## config.mk

```make
export PLATFORM = sky130hd
export DESIGN_NAME = adc_control_interface
export DESIGN_NICKNAME = d
export VERILOG_FILES = /design/src/verilog/adc_control_interface.v
export VERILOG_INCLUDE_DIRS = /design/src /design/src/verilog
export SDC_FILE = /design/constraint.sdc
export NUM_CORES = 1
export LEC_CHECK = 0
export BUFFER_PORTS_ARGS = -buffer_cell sky130_fd_sc_hd__buf_2
export CORE_MARGIN = 10
export CORE_UTILIZATION = 25
export DETAILED_ROUTE_END_ITERATION = 10
export PLACE_DENSITY = 0.49
export SYNTH_ARGS = -nofsm -noshare
export SYNTH_HDL_FRONTEND = slang
export SYNTH_SLANG_ARGS = --single-unit
```

## constraint.sdc

```tcl
create_clock -name sys_clk -period 2.7 [get_ports sys_clk]
set_input_delay 0.675 -clock sys_clk [delete_from_list [all_inputs] [get_ports sys_clk]]
set_output_delay 0.675 -clock sys_clk [all_outputs]
set_load 0.02 [all_outputs]
```

## src/verilog/adc_ctrl_defs.vh

```
// constants for the converter control block: register indices, bit positions,
// reset values and conversion timing
// assumes a 32-bit apb bus with one register per aligned word
`ifndef ADC_CTRL_DEFS_VH
`define ADC_CTRL_DEFS_VH

// ----------------------------------------------------------------------------
// register indices; byte address is four times the index
// ----------------------------------------------------------------------------
`define IDX_CONVERSION_RESULT   8'hd0
`define IDX_CONVERTER_CONTROL   8'hd1
`define IDX_EVENT_STATUS        8'he0
`define IDX_EVENT_MASK          8'he1
`define ADDR_W                  12
`define ADDR_CONVERSION_RESULT  12'h340
`define ADDR_CONVERTER_CONTROL  12'h344
`define ADDR_EVENT_STATUS       12'h380
`define ADDR_EVENT_MASK         12'h384

// ----------------------------------------------------------------------------
// converter_control fields
// ----------------------------------------------------------------------------
`define BIT_CONV_IRQ_ENABLE     7
`define BIT_CONV_DONE           6
`define BIT_CONV_START          5
`define BIT_CONVERTER_POWER_ON  4
`define BIT_RESERVED_BIT_THREE  3
`define BIT_MAIN_OSC_DISABLE    2
`define CONTROL_RESET           8'h40
`define RESULT_RESET            8'h00

// ----------------------------------------------------------------------------
// event status / mask fields
// ----------------------------------------------------------------------------
`define EVT_W                   2
`define EVT_DONE                0
`define EVT_ABORT               1
`define EVT_RESET               2'h0

// ----------------------------------------------------------------------------
// timing
// ----------------------------------------------------------------------------
`define CONV_TIME_NS            70000
`define CLK_PERIOD_NS           50
`define RESULT_BITS             8
`define CONV_CYCLES             (`CONV_TIME_NS / `CLK_PERIOD_NS)
`define CYCLES_PER_BIT          (`CONV_CYCLES / `RESULT_BITS)

`endif

```

## src/verilog/adc_control_interface.v

```verilog
// control and status logic of an 8-bit successive approximation converter,
// with an apb register slave, event interrupt and low power mode handling
// assumes sys_clk at 20 MHz; comparator, mode and analog inputs are async
//
// Function
// - conversion end sets done flag bit6
// - request when done flag and enable bit7
// - writing zero never clears done flag
// - start bit5 begins conversion, clears flag
// - start during conversion restarts it fresh
// - start bit always reads back zero
// - power bit4 switches converter off/on
// - wait mode runs; done request wakes
// - bit2 drives main oscillator disable only
// - control register resets to 40h
// - result register eight bits, read only
//
// Implementation choice: the APB register port.
`timescale 1ns/1ns
`include "adc_ctrl_defs.vh"

module adc_control_interface #(
  parameter RES_W          = `RESULT_BITS,
  parameter CYCLES_PER_BIT = `CYCLES_PER_BIT
) (
  input  wire                 sys_clk,
  input  wire                 rst_b,
  // apb slave
  input  wire                 psel,
  input  wire                 penable,
  input  wire                 pwrite,
  input  wire [`ADDR_W-1:0]   paddr,
  input  wire [31:0]          pwdata,
  input  wire [3:0]           pstrb,
  output reg  [31:0]          prdata,
  output reg                  pready,
  output reg                  pslverr,
  // analog front end
  input  wire                 compAbove,
  output reg  [RES_W-1:0]     dacCode,
  output reg                  converterPowerOn,
  output reg                  convBusy,
  // system
  input  wire                 waitMode,
  input  wire                 stopMode,
  output reg                  mainOscDisable,
  output reg                  convIrq,
  output reg                  waitWake,
  output reg                  eventIrq
);

  // --------------------------------------------------------------------------
  // local constants
  // --------------------------------------------------------------------------
  localparam [1:0] ST_IDLE = 2'b01;            // converter waiting
  localparam [1:0] ST_CONV = 2'b10;            // approximation running
  localparam [15:0] BIT_CNT_LAST = CYCLES_PER_BIT[15:0] - 16'h0001;
  localparam [2:0]  LAST_BIT    = RES_W[2:0] - 3'h1;

  // --------------------------------------------------------------------------
  // synchronisers for async inputs
  // --------------------------------------------------------------------------
  reg  [2:0] syncA_r;                          // first stage, read by second only
  reg  [2:0] syncB_r;                          // usable stage
  wire       compSync = syncB_r[0];            // comparator result
  wire       waitSync = syncB_r[1];            // cpu in wait mode
  wire       stopSync = syncB_r[2];            // cpu in stop mode

  // two flops per input; the first is never looked at elsewhere
  always @(posedge sys_clk or negedge rst_b) begin
    if (!rst_b) begin
      syncA_r <= 3'h0;
      syncB_r <= 3'h0;
    end else begin
      syncA_r <= {stopMode, waitMode, compAbove};
      syncB_r <= syncA_r;
    end
  end

  // --------------------------------------------------------------------------
  // apb decode
  // --------------------------------------------------------------------------
  wire accessPhase = psel & penable & ~pready; // one wait state, then ready
  wire doneAccess  = psel & penable & pready;  // edge that completes a transfer
  wire hitResult   = (paddr == `ADDR_CONVERSION_RESULT);
  wire hitControl  = (paddr == `ADDR_CONVERTER_CONTROL);
  wire hitStatus   = (paddr == `ADDR_EVENT_STATUS);
  wire hitMask     = (paddr == `ADDR_EVENT_MASK);
  wire hitAny      = hitResult | hitControl | hitStatus | hitMask;
  wire lowLane     = pstrb[0];                 // all fields sit in byte lane 0
  wire wrControl   = doneAccess & pwrite & hitControl & lowLane;
  wire wrStatus    = doneAccess & pwrite & hitStatus & lowLane;
  wire wrMask      = doneAccess & pwrite & hitMask & lowLane;

  // --------------------------------------------------------------------------
  // control register state
  // --------------------------------------------------------------------------
  reg              irqEnable_r;                // interrupt enable, bit 7
  reg              convDone_r;                 // end of conversion, bit 6
  reg              powerOn_r;                  // converter power, bit 4
  reg              main_osc_disable_r;                   // main oscillator off, bit 2
  reg  [RES_W-1:0] result_r;                   // last completed result
  reg  [`EVT_W-1:0] evtStatus_r;               // sticky events
  reg  [`EVT_W-1:0] evtMask_r;                 // event enables

  wire startReq = wrControl & pwdata[`BIT_CONV_START];

  // converter may run only while powered and not in stop mode
  // power bit gates converter
  wire convAllowed = powerOn_r & ~stopSync;

  // --------------------------------------------------------------------------
  // approximation engine
  // --------------------------------------------------------------------------
  reg  [1:0]       state_r;
  reg  [1:0]       state_nxt;
  reg  [15:0]      bitCnt_r;                   // cycles spent on current bit
  reg  [15:0]      bitCnt_nxt;
  reg  [2:0]       bitIdx_r;                   // bit under trial, msb first
  reg  [2:0]       bitIdx_nxt;
  reg  [RES_W-1:0] sar_r;                      // approximation register
  reg  [RES_W-1:0] sar_nxt;
  reg              finish;                     // conversion completes now
  reg              abort;                      // running conversion dropped

  wire bitEnd = (bitCnt_r == BIT_CNT_LAST);

  // next state of the approximation; start always wins over completion
  always @* begin
    state_nxt  = state_r;
    bitCnt_nxt = bitCnt_r;
    bitIdx_nxt = bitIdx_r;
    sar_nxt    = sar_r;
    finish     = 1'b0;
    abort      = 1'b0;
    case (state_r)
      ST_IDLE: begin
        if (startReq && convAllowed) begin
          state_nxt  = ST_CONV;
          bitCnt_nxt = 16'h0000;
          bitIdx_nxt = LAST_BIT;
          sar_nxt    = {RES_W{1'b0}};
        end
      end
      ST_CONV: begin
        if (!convAllowed) begin
          // power removed or stop entered: drop the conversion
          state_nxt = ST_IDLE;
          abort     = 1'b1;
        end else if (startReq) begin
          bitCnt_nxt = 16'h0000;
          bitIdx_nxt = LAST_BIT;
          sar_nxt    = {RES_W{1'b0}};
          abort      = 1'b1;
        end else if (bitEnd) begin
          // keep the trial bit if the input is above the trial level
          sar_nxt[bitIdx_r] = compSync;
          bitCnt_nxt        = 16'h0000;
          if (bitIdx_r == 3'h0) begin
            state_nxt = ST_IDLE;
            finish    = 1'b1;
          end else begin
            bitIdx_nxt = bitIdx_r - 3'h1;
          end
        end else begin
          bitCnt_nxt = bitCnt_r + 16'h0001;
        end
      end
      default: begin
        state_nxt = ST_IDLE;
      end
    endcase
  end

  // sequencer registers
  always @(posedge sys_clk or negedge rst_b) begin
    if (!rst_b) begin
      state_r  <= ST_IDLE;
      bitCnt_r <= 16'h0000;
      bitIdx_r <= 3'h0;
      sar_r    <= {RES_W{1'b0}};
    end else begin
      state_r  <= state_nxt;
      bitCnt_r <= bitCnt_nxt;
      bitIdx_r <= bitIdx_nxt;
      sar_r    <= sar_nxt;
    end
  end

  // --------------------------------------------------------------------------
  // result and flags
  // --------------------------------------------------------------------------
  // result is loaded only by a finished conversion
  always @(posedge sys_clk or negedge rst_b) begin
    if (!rst_b) begin
      result_r <= `RESULT_RESET;
    end else if (finish) begin
      result_r <= sar_nxt;
    end
  end

  // end of conversion flag: set by hardware, cleared only by a start
  always @(posedge sys_clk or negedge rst_b) begin
    if (!rst_b) begin
      convDone_r <= 1'b1;
    end else if (startReq) begin
      convDone_r <= 1'b0;
    end else if (finish) begin
      convDone_r <= 1'b1;
    end
  end

  // software writable control bits; reserved bits are not stored
  always @(posedge sys_clk or negedge rst_b) begin
    if (!rst_b) begin
      irqEnable_r <= 1'b0;
      powerOn_r   <= 1'b0;
      main_osc_disable_r    <= 1'b0;
    end else if (wrControl) begin
      irqEnable_r <= pwdata[`BIT_CONV_IRQ_ENABLE];
      powerOn_r   <= pwdata[`BIT_CONVERTER_POWER_ON];
      main_osc_disable_r    <= pwdata[`BIT_MAIN_OSC_DISABLE];
    end
  end

  // --------------------------------------------------------------------------
  // event status and mask; a new event beats a clear in the same cycle
  // --------------------------------------------------------------------------
  wire [`EVT_W-1:0] evtSet = {abort, finish};
  wire [`EVT_W-1:0] evtClr = wrStatus ? pwdata[`EVT_W-1:0] : {`EVT_W{1'b0}};

  genvar gi;
  generate
    for (gi = 0; gi < `EVT_W; gi = gi + 1) begin : gEvt
      // sticky bit, write one to clear
      always @(posedge sys_clk or negedge rst_b) begin
        if (!rst_b) begin
          evtStatus_r[gi] <= 1'b0;
        end else if (evtSet[gi]) begin
          evtStatus_r[gi] <= 1'b1;
        end else if (evtClr[gi]) begin
          evtStatus_r[gi] <= 1'b0;
        end
      end
    end
  endgenerate

  // mask register
  always @(posedge sys_clk or negedge rst_b) begin
    if (!rst_b) begin
      evtMask_r <= `EVT_RESET;
    end else if (wrMask) begin
      evtMask_r <= pwdata[`EVT_W-1:0];
    end
  end

  // --------------------------------------------------------------------------
  // read mux
  // --------------------------------------------------------------------------
  reg [31:0] rdMux;

  // start and reserved bits read zero
  always @* begin
    rdMux = 32'h0000_0000;
    if (hitResult) begin
      rdMux[RES_W-1:0] = result_r;
    end else if (hitControl) begin
      rdMux[`BIT_CONV_IRQ_ENABLE]    = irqEnable_r;
      rdMux[`BIT_CONV_DONE]          = convDone_r;
      rdMux[`BIT_CONVERTER_POWER_ON] = powerOn_r;
      rdMux[`BIT_MAIN_OSC_DISABLE]   = main_osc_disable_r;
    end else if (hitStatus) begin
      rdMux[`EVT_W-1:0] = evtStatus_r;
    end else if (hitMask) begin
      rdMux[`EVT_W-1:0] = evtMask_r;
    end
  end

  // apb answer: ready one cycle into the access phase
  always @(posedge sys_clk or negedge rst_b) begin
    if (!rst_b) begin
      pready  <= 1'b0;
      pslverr <= 1'b0;
      prdata  <= 32'h0000_0000;
    end else begin
      pready  <= accessPhase;
      pslverr <= accessPhase & ~hitAny;
      prdata  <= (accessPhase & ~pwrite) ? rdMux : 32'h0000_0000;
    end
  end

  // --------------------------------------------------------------------------
  // outputs
  // --------------------------------------------------------------------------
  // registered copies of internal state; requests computed from current register values
  always @(posedge sys_clk or negedge rst_b) begin
    if (!rst_b) begin
      dacCode          <= {RES_W{1'b0}};
      converterPowerOn <= 1'b0;
      convBusy         <= 1'b0;
      mainOscDisable   <= 1'b0;
      convIrq          <= 1'b0;
      waitWake         <= 1'b0;
      eventIrq         <= 1'b0;
    end else begin
      // trial code: settled bits plus the one under test
      dacCode          <= (state_r == ST_CONV) ? (sar_r | ({{(RES_W-1){1'b0}}, 1'b1} << bitIdx_r))
                                              : result_r;
      converterPowerOn <= convAllowed;
      convBusy         <= (state_r == ST_CONV);
      mainOscDisable   <= main_osc_disable_r;
      convIrq          <= convDone_r & irqEnable_r;
      waitWake         <= convDone_r & irqEnable_r & waitSync & ~stopSync;
      eventIrq         <= |(evtStatus_r & evtMask_r);
    end
  end

endmodule

```

==> flow_metrics.env <==
export IMPL_timing_final_crit_share_pct=90.0
export IMPL_hold_class="primary input to asynchronous set/reset pin"
export IMPL_ant_nets=0
export IMPL_core_area_um2=15800
export IMPL_synth_top_cell_by_area="dfrtp_1"
export IMPL_syn_inst=411
export IMPL_power_frac_clock_pct=51.8
export IMPL_wl_per_cell_um=15.6
export IMPL_vias_per_cell=4.72
export IMPL_min_period_ns=2.43
export IMPL_r2r_end="result_r[7]"
export IMPL_powerDensity_nw_per_um2=526
export IMPL_end_kind="register"
export IMPL_synth_top_area_share_pct=45.3
export IMPL_antenna_cells=0
export IMPL_drt_iter0_markers=242
export IMPL_path_cells="inv_1 > ha_1 > and4b_1 > nand4_1 > a311oi_4 > mux2_2"
export IMPL_ys_ff_latch=75
export IMPL_layout_drive_gt1_share_pct=22.0
export IMPL_grt_pass1_wl_um=17900
export IMPL_yosys_cell_types_count=57
export IMPL_synth_edf_count=0
export IMPL_die_area_um2=21600
export IMPL_cts_tree="done"
export IMPL_hold_viol=0
export IMPL_cts_root_buffer="clkbuf_16"
export IMPL_area_delta_synth_final_pct=21.0
export IMPL_crit_arrival_ns=2.65
export IMPL_seq_area_frac_synth_pct=46.6
export IMPL_overflow=0
export IMPL_yosys_most_used_dff="dfrtp_1"
export IMPL_crit_fanout=8
export IMPL_drc_errors=0
export IMPL_slew_headroom_pct=53.7
export IMPL_dp_cells=678
export IMPL_vias=3278
export IMPL_start_kind="register"
export IMPL_cts_num_sinks=75
export IMPL_maxClockFrequency_mhz=412
export IMPL_path_class="register to register"
export IMPL_sw_frac_of_total_pct=22.2
export IMPL_grt_max_degree=76
export IMPL_p_int_uw=2000
export IMPL_ys_top_cells_by_count="dfrtp_1, nor2_1, a21oi_1"
export IMPL_post_place_ws_ns=0.0628
export IMPL_multi_input_area_um2=1900
export IMPL_final_max_slew_viol_count=0
export IMPL_fillers=1649
export IMPL_io_buffers=50
export IMPL_path_clk_slew_ns=0.06
export IMPL_gp_congestion=0.854
export IMPL_r2r_setup_slack_ns=0.27
export IMPL_final_area_um2=4880
export IMPL_seqPwrFrac_pct=44.2
export IMPL_ys_warn_count=0
export IMPL_r2r_cells=6
export IMPL_initial_core_util_pct=25.5
export IMPL_nets=538
export IMPL_worstMarginPinSlew_ns=0.694
export IMPL_crit_path_max_incr_delay_ns=0.56
export IMPL_fin_ws_ns=0.271
export IMPL_antenna_found_initial=0
export IMPL_leakage_uw=0.00213
export IMPL_r2r_start="bitCnt_r[0]"
export IMPL_grt_pass1_vias=3394
export IMPL_rsz0062_at_grt="no"
export IMPL_crit_slowest_cell="a311oi_4"
export IMPL_dp_final_hpwl_um=7940
export IMPL_crit_required_ns=2.93
export IMPL_die_w_um=147
export IMPL_synth_async_reset_ratio_pct=100
export IMPL_post_cts_setup_buffers=0
export IMPL_cts_htree_levels=3
export IMPL_clk_latency_ns=0.35
export IMPL_finalSetupViolations=0
export IMPL_tns_ns=0
export IMPL_grtUsageTotal_pct=10.2
export IMPL_pin_count=104
export IMPL_maxCapViolCount=0
export IMPL_fin_cells=694
export IMPL_switchingPower_uw=569
export IMPL_dpl_instance_area_um2=4550
export IMPL_drt_first_pass_iters=4
export IMPL_synth_area_leaders="dfrtp_1, buf_4, a21oi_1"
export IMPL_drt_total_wl_um=10800
export IMPL_num_rows=46
export IMPL_clock_skew_ns=0.00842
export IMPL_p_comb_share_pct=4.0
export IMPL_avgSynthCellArea_um2=9.81
export IMPL_yosysMostFrequentCell="dfrtp_1"
export IMPL_postCtsHoldBufs=0
export IMPL_clk_path_buf_depth=2
export IMPL_register_area_um2=1880
export IMPL_status="finished, final reports clean"
export IMPL_synthesis_area_um2=4030
export IMPL_die_h_um=147
export IMPL_ctsResizeCount=0
export IMPL_ir_drop_mv=0.289
export IMPL_numCtsBuffers=9
-- metrics by stage --
| stage | hold slack [ns] | power [µW] | utilization (%) |
|---|---|---|---|
| CTS | 0.358 | 2600 | 30.8 |
| floorplan | 0.331 | 1230 | - |
| finish | 0.339 | 2570 | 30.8 |
| detailed placement | 0.347 | 1260 | 28.7 |
| global route | 0.364 | 2650 | 30.8 |
| global placement | 0.335 | 1260 | 28.7 |
-- cells by family (layout without fill, tap and decap cells) --
kind of cell / after synthesis / count (layout) / share of synthesized area, %
compound gates: 106 / 106 / 18.1
fa+ha+maj: 9 / 9 / 2.79
buf+inv: 63 / 107 / 8.35
flops: 75 / 75 / 46.6
mux: 16 / 16 / 4.25
other cells: 1 / 24 / 0.0930
simple gates: 141 / 141 / 19.8
-- per-layer routing --
metal	vias up	part of all wire (%)	global-route usage (%)	wire length (µm)
li1	1579	-	-	-
met4	0	1.0	3.62	111
met3	9	5.6	3.07	602
met5	-	0	0	0
met2	85	46	15.9	5000
met1	1605	47	13.0	5120
-- layout by cell type, fill, tap and decap left out, types with 7 or more instances in the layout --
master / netlist / layout
o21ai_0: 19 / 19
nand2_1: 25 / 25
conb_1: 1 / 24
buf_4: 24 / 21
and4_1: 7 / 7
buf_2: 2 / 49
a21oi_1: 30 / 30
nor3_1: 8 / 8
nand3_1: 11 / 11
inv_1: 19 / 19
nor2_1: 37 / 37
ha_1: 9 / 9
mux2_2: 9 / 9
mux2i_1: 7 / 7
nand4_1: 12 / 12
clkbuf_16: 0 / 9
a22oi_1: 9 / 9
dfrtp_1: 73 / 73
-- power groups by stage --
stage	Sequential [µW]	Clock, µW	Combinational [µW]
finish	1130	1330	103
detailed placement	1150	0	104
floorplan	1160	0	71.9
global route	1130	1400	115
global placement	1150	0	103
CTS	1130	1360	104
-- worst max path at each step --
stage | startpoint | end | slack [ns] | cells after the start
detailed placement | paddr[4] | state_r[0] | 0.06 | 7
CTS | bitCnt_r[0] | result_r[7] | 0.29 | 6
global placement | paddr[4] | state_r[0] | 0.06 | 7
floorplan | paddr[4] | bitCnt_r[12] | 0.39 | 6
global route | state_r[0] | bitCnt_r[9] | 0.11 | 7
finish | bitCnt_r[0] | result_r[7] | 0.27 | 6
-- registers in the layout (all words and copies together) (netlist names), 2 cells and up --
register	cells
bitCnt_r	16
prdata	8
state_r	2
dacCode	8
bitIdx_r	3
syncB_r	3
sar_r	8
result_r	8
evtMask_r	2
evtStatus_r	2
syncA_r	3
-- worst max-delay path, delay by kind of cell (launching register included) --
| family | cells | cell delay [ns] |
|---|---|---|
| AND/OR/NAND/NOR | 2 | 0.67 |
| AO/OA/AOI/OAI | 1 | 0.56 |
| flip-flops | 1 | 0.41 |
| multiplexers | 1 | 0.39 |
| adder cells (fa/ha/maj) | 1 | 0.16 |
| buffers and inverters | 1 | 0.11 |
-- final cells by class --
type                    instances  share of cell area (%)
well taps                     216                    5.54
multi-input cells             296                    39.0
repair buffers                 71                    8.67
clock inverters                 5                    1.74
flip-flops and latches         75                    38.5
clock buffers                  11                    4.98
inverters                      20                    1.54
No activity file was read; power rests on OpenSTA's default activity.
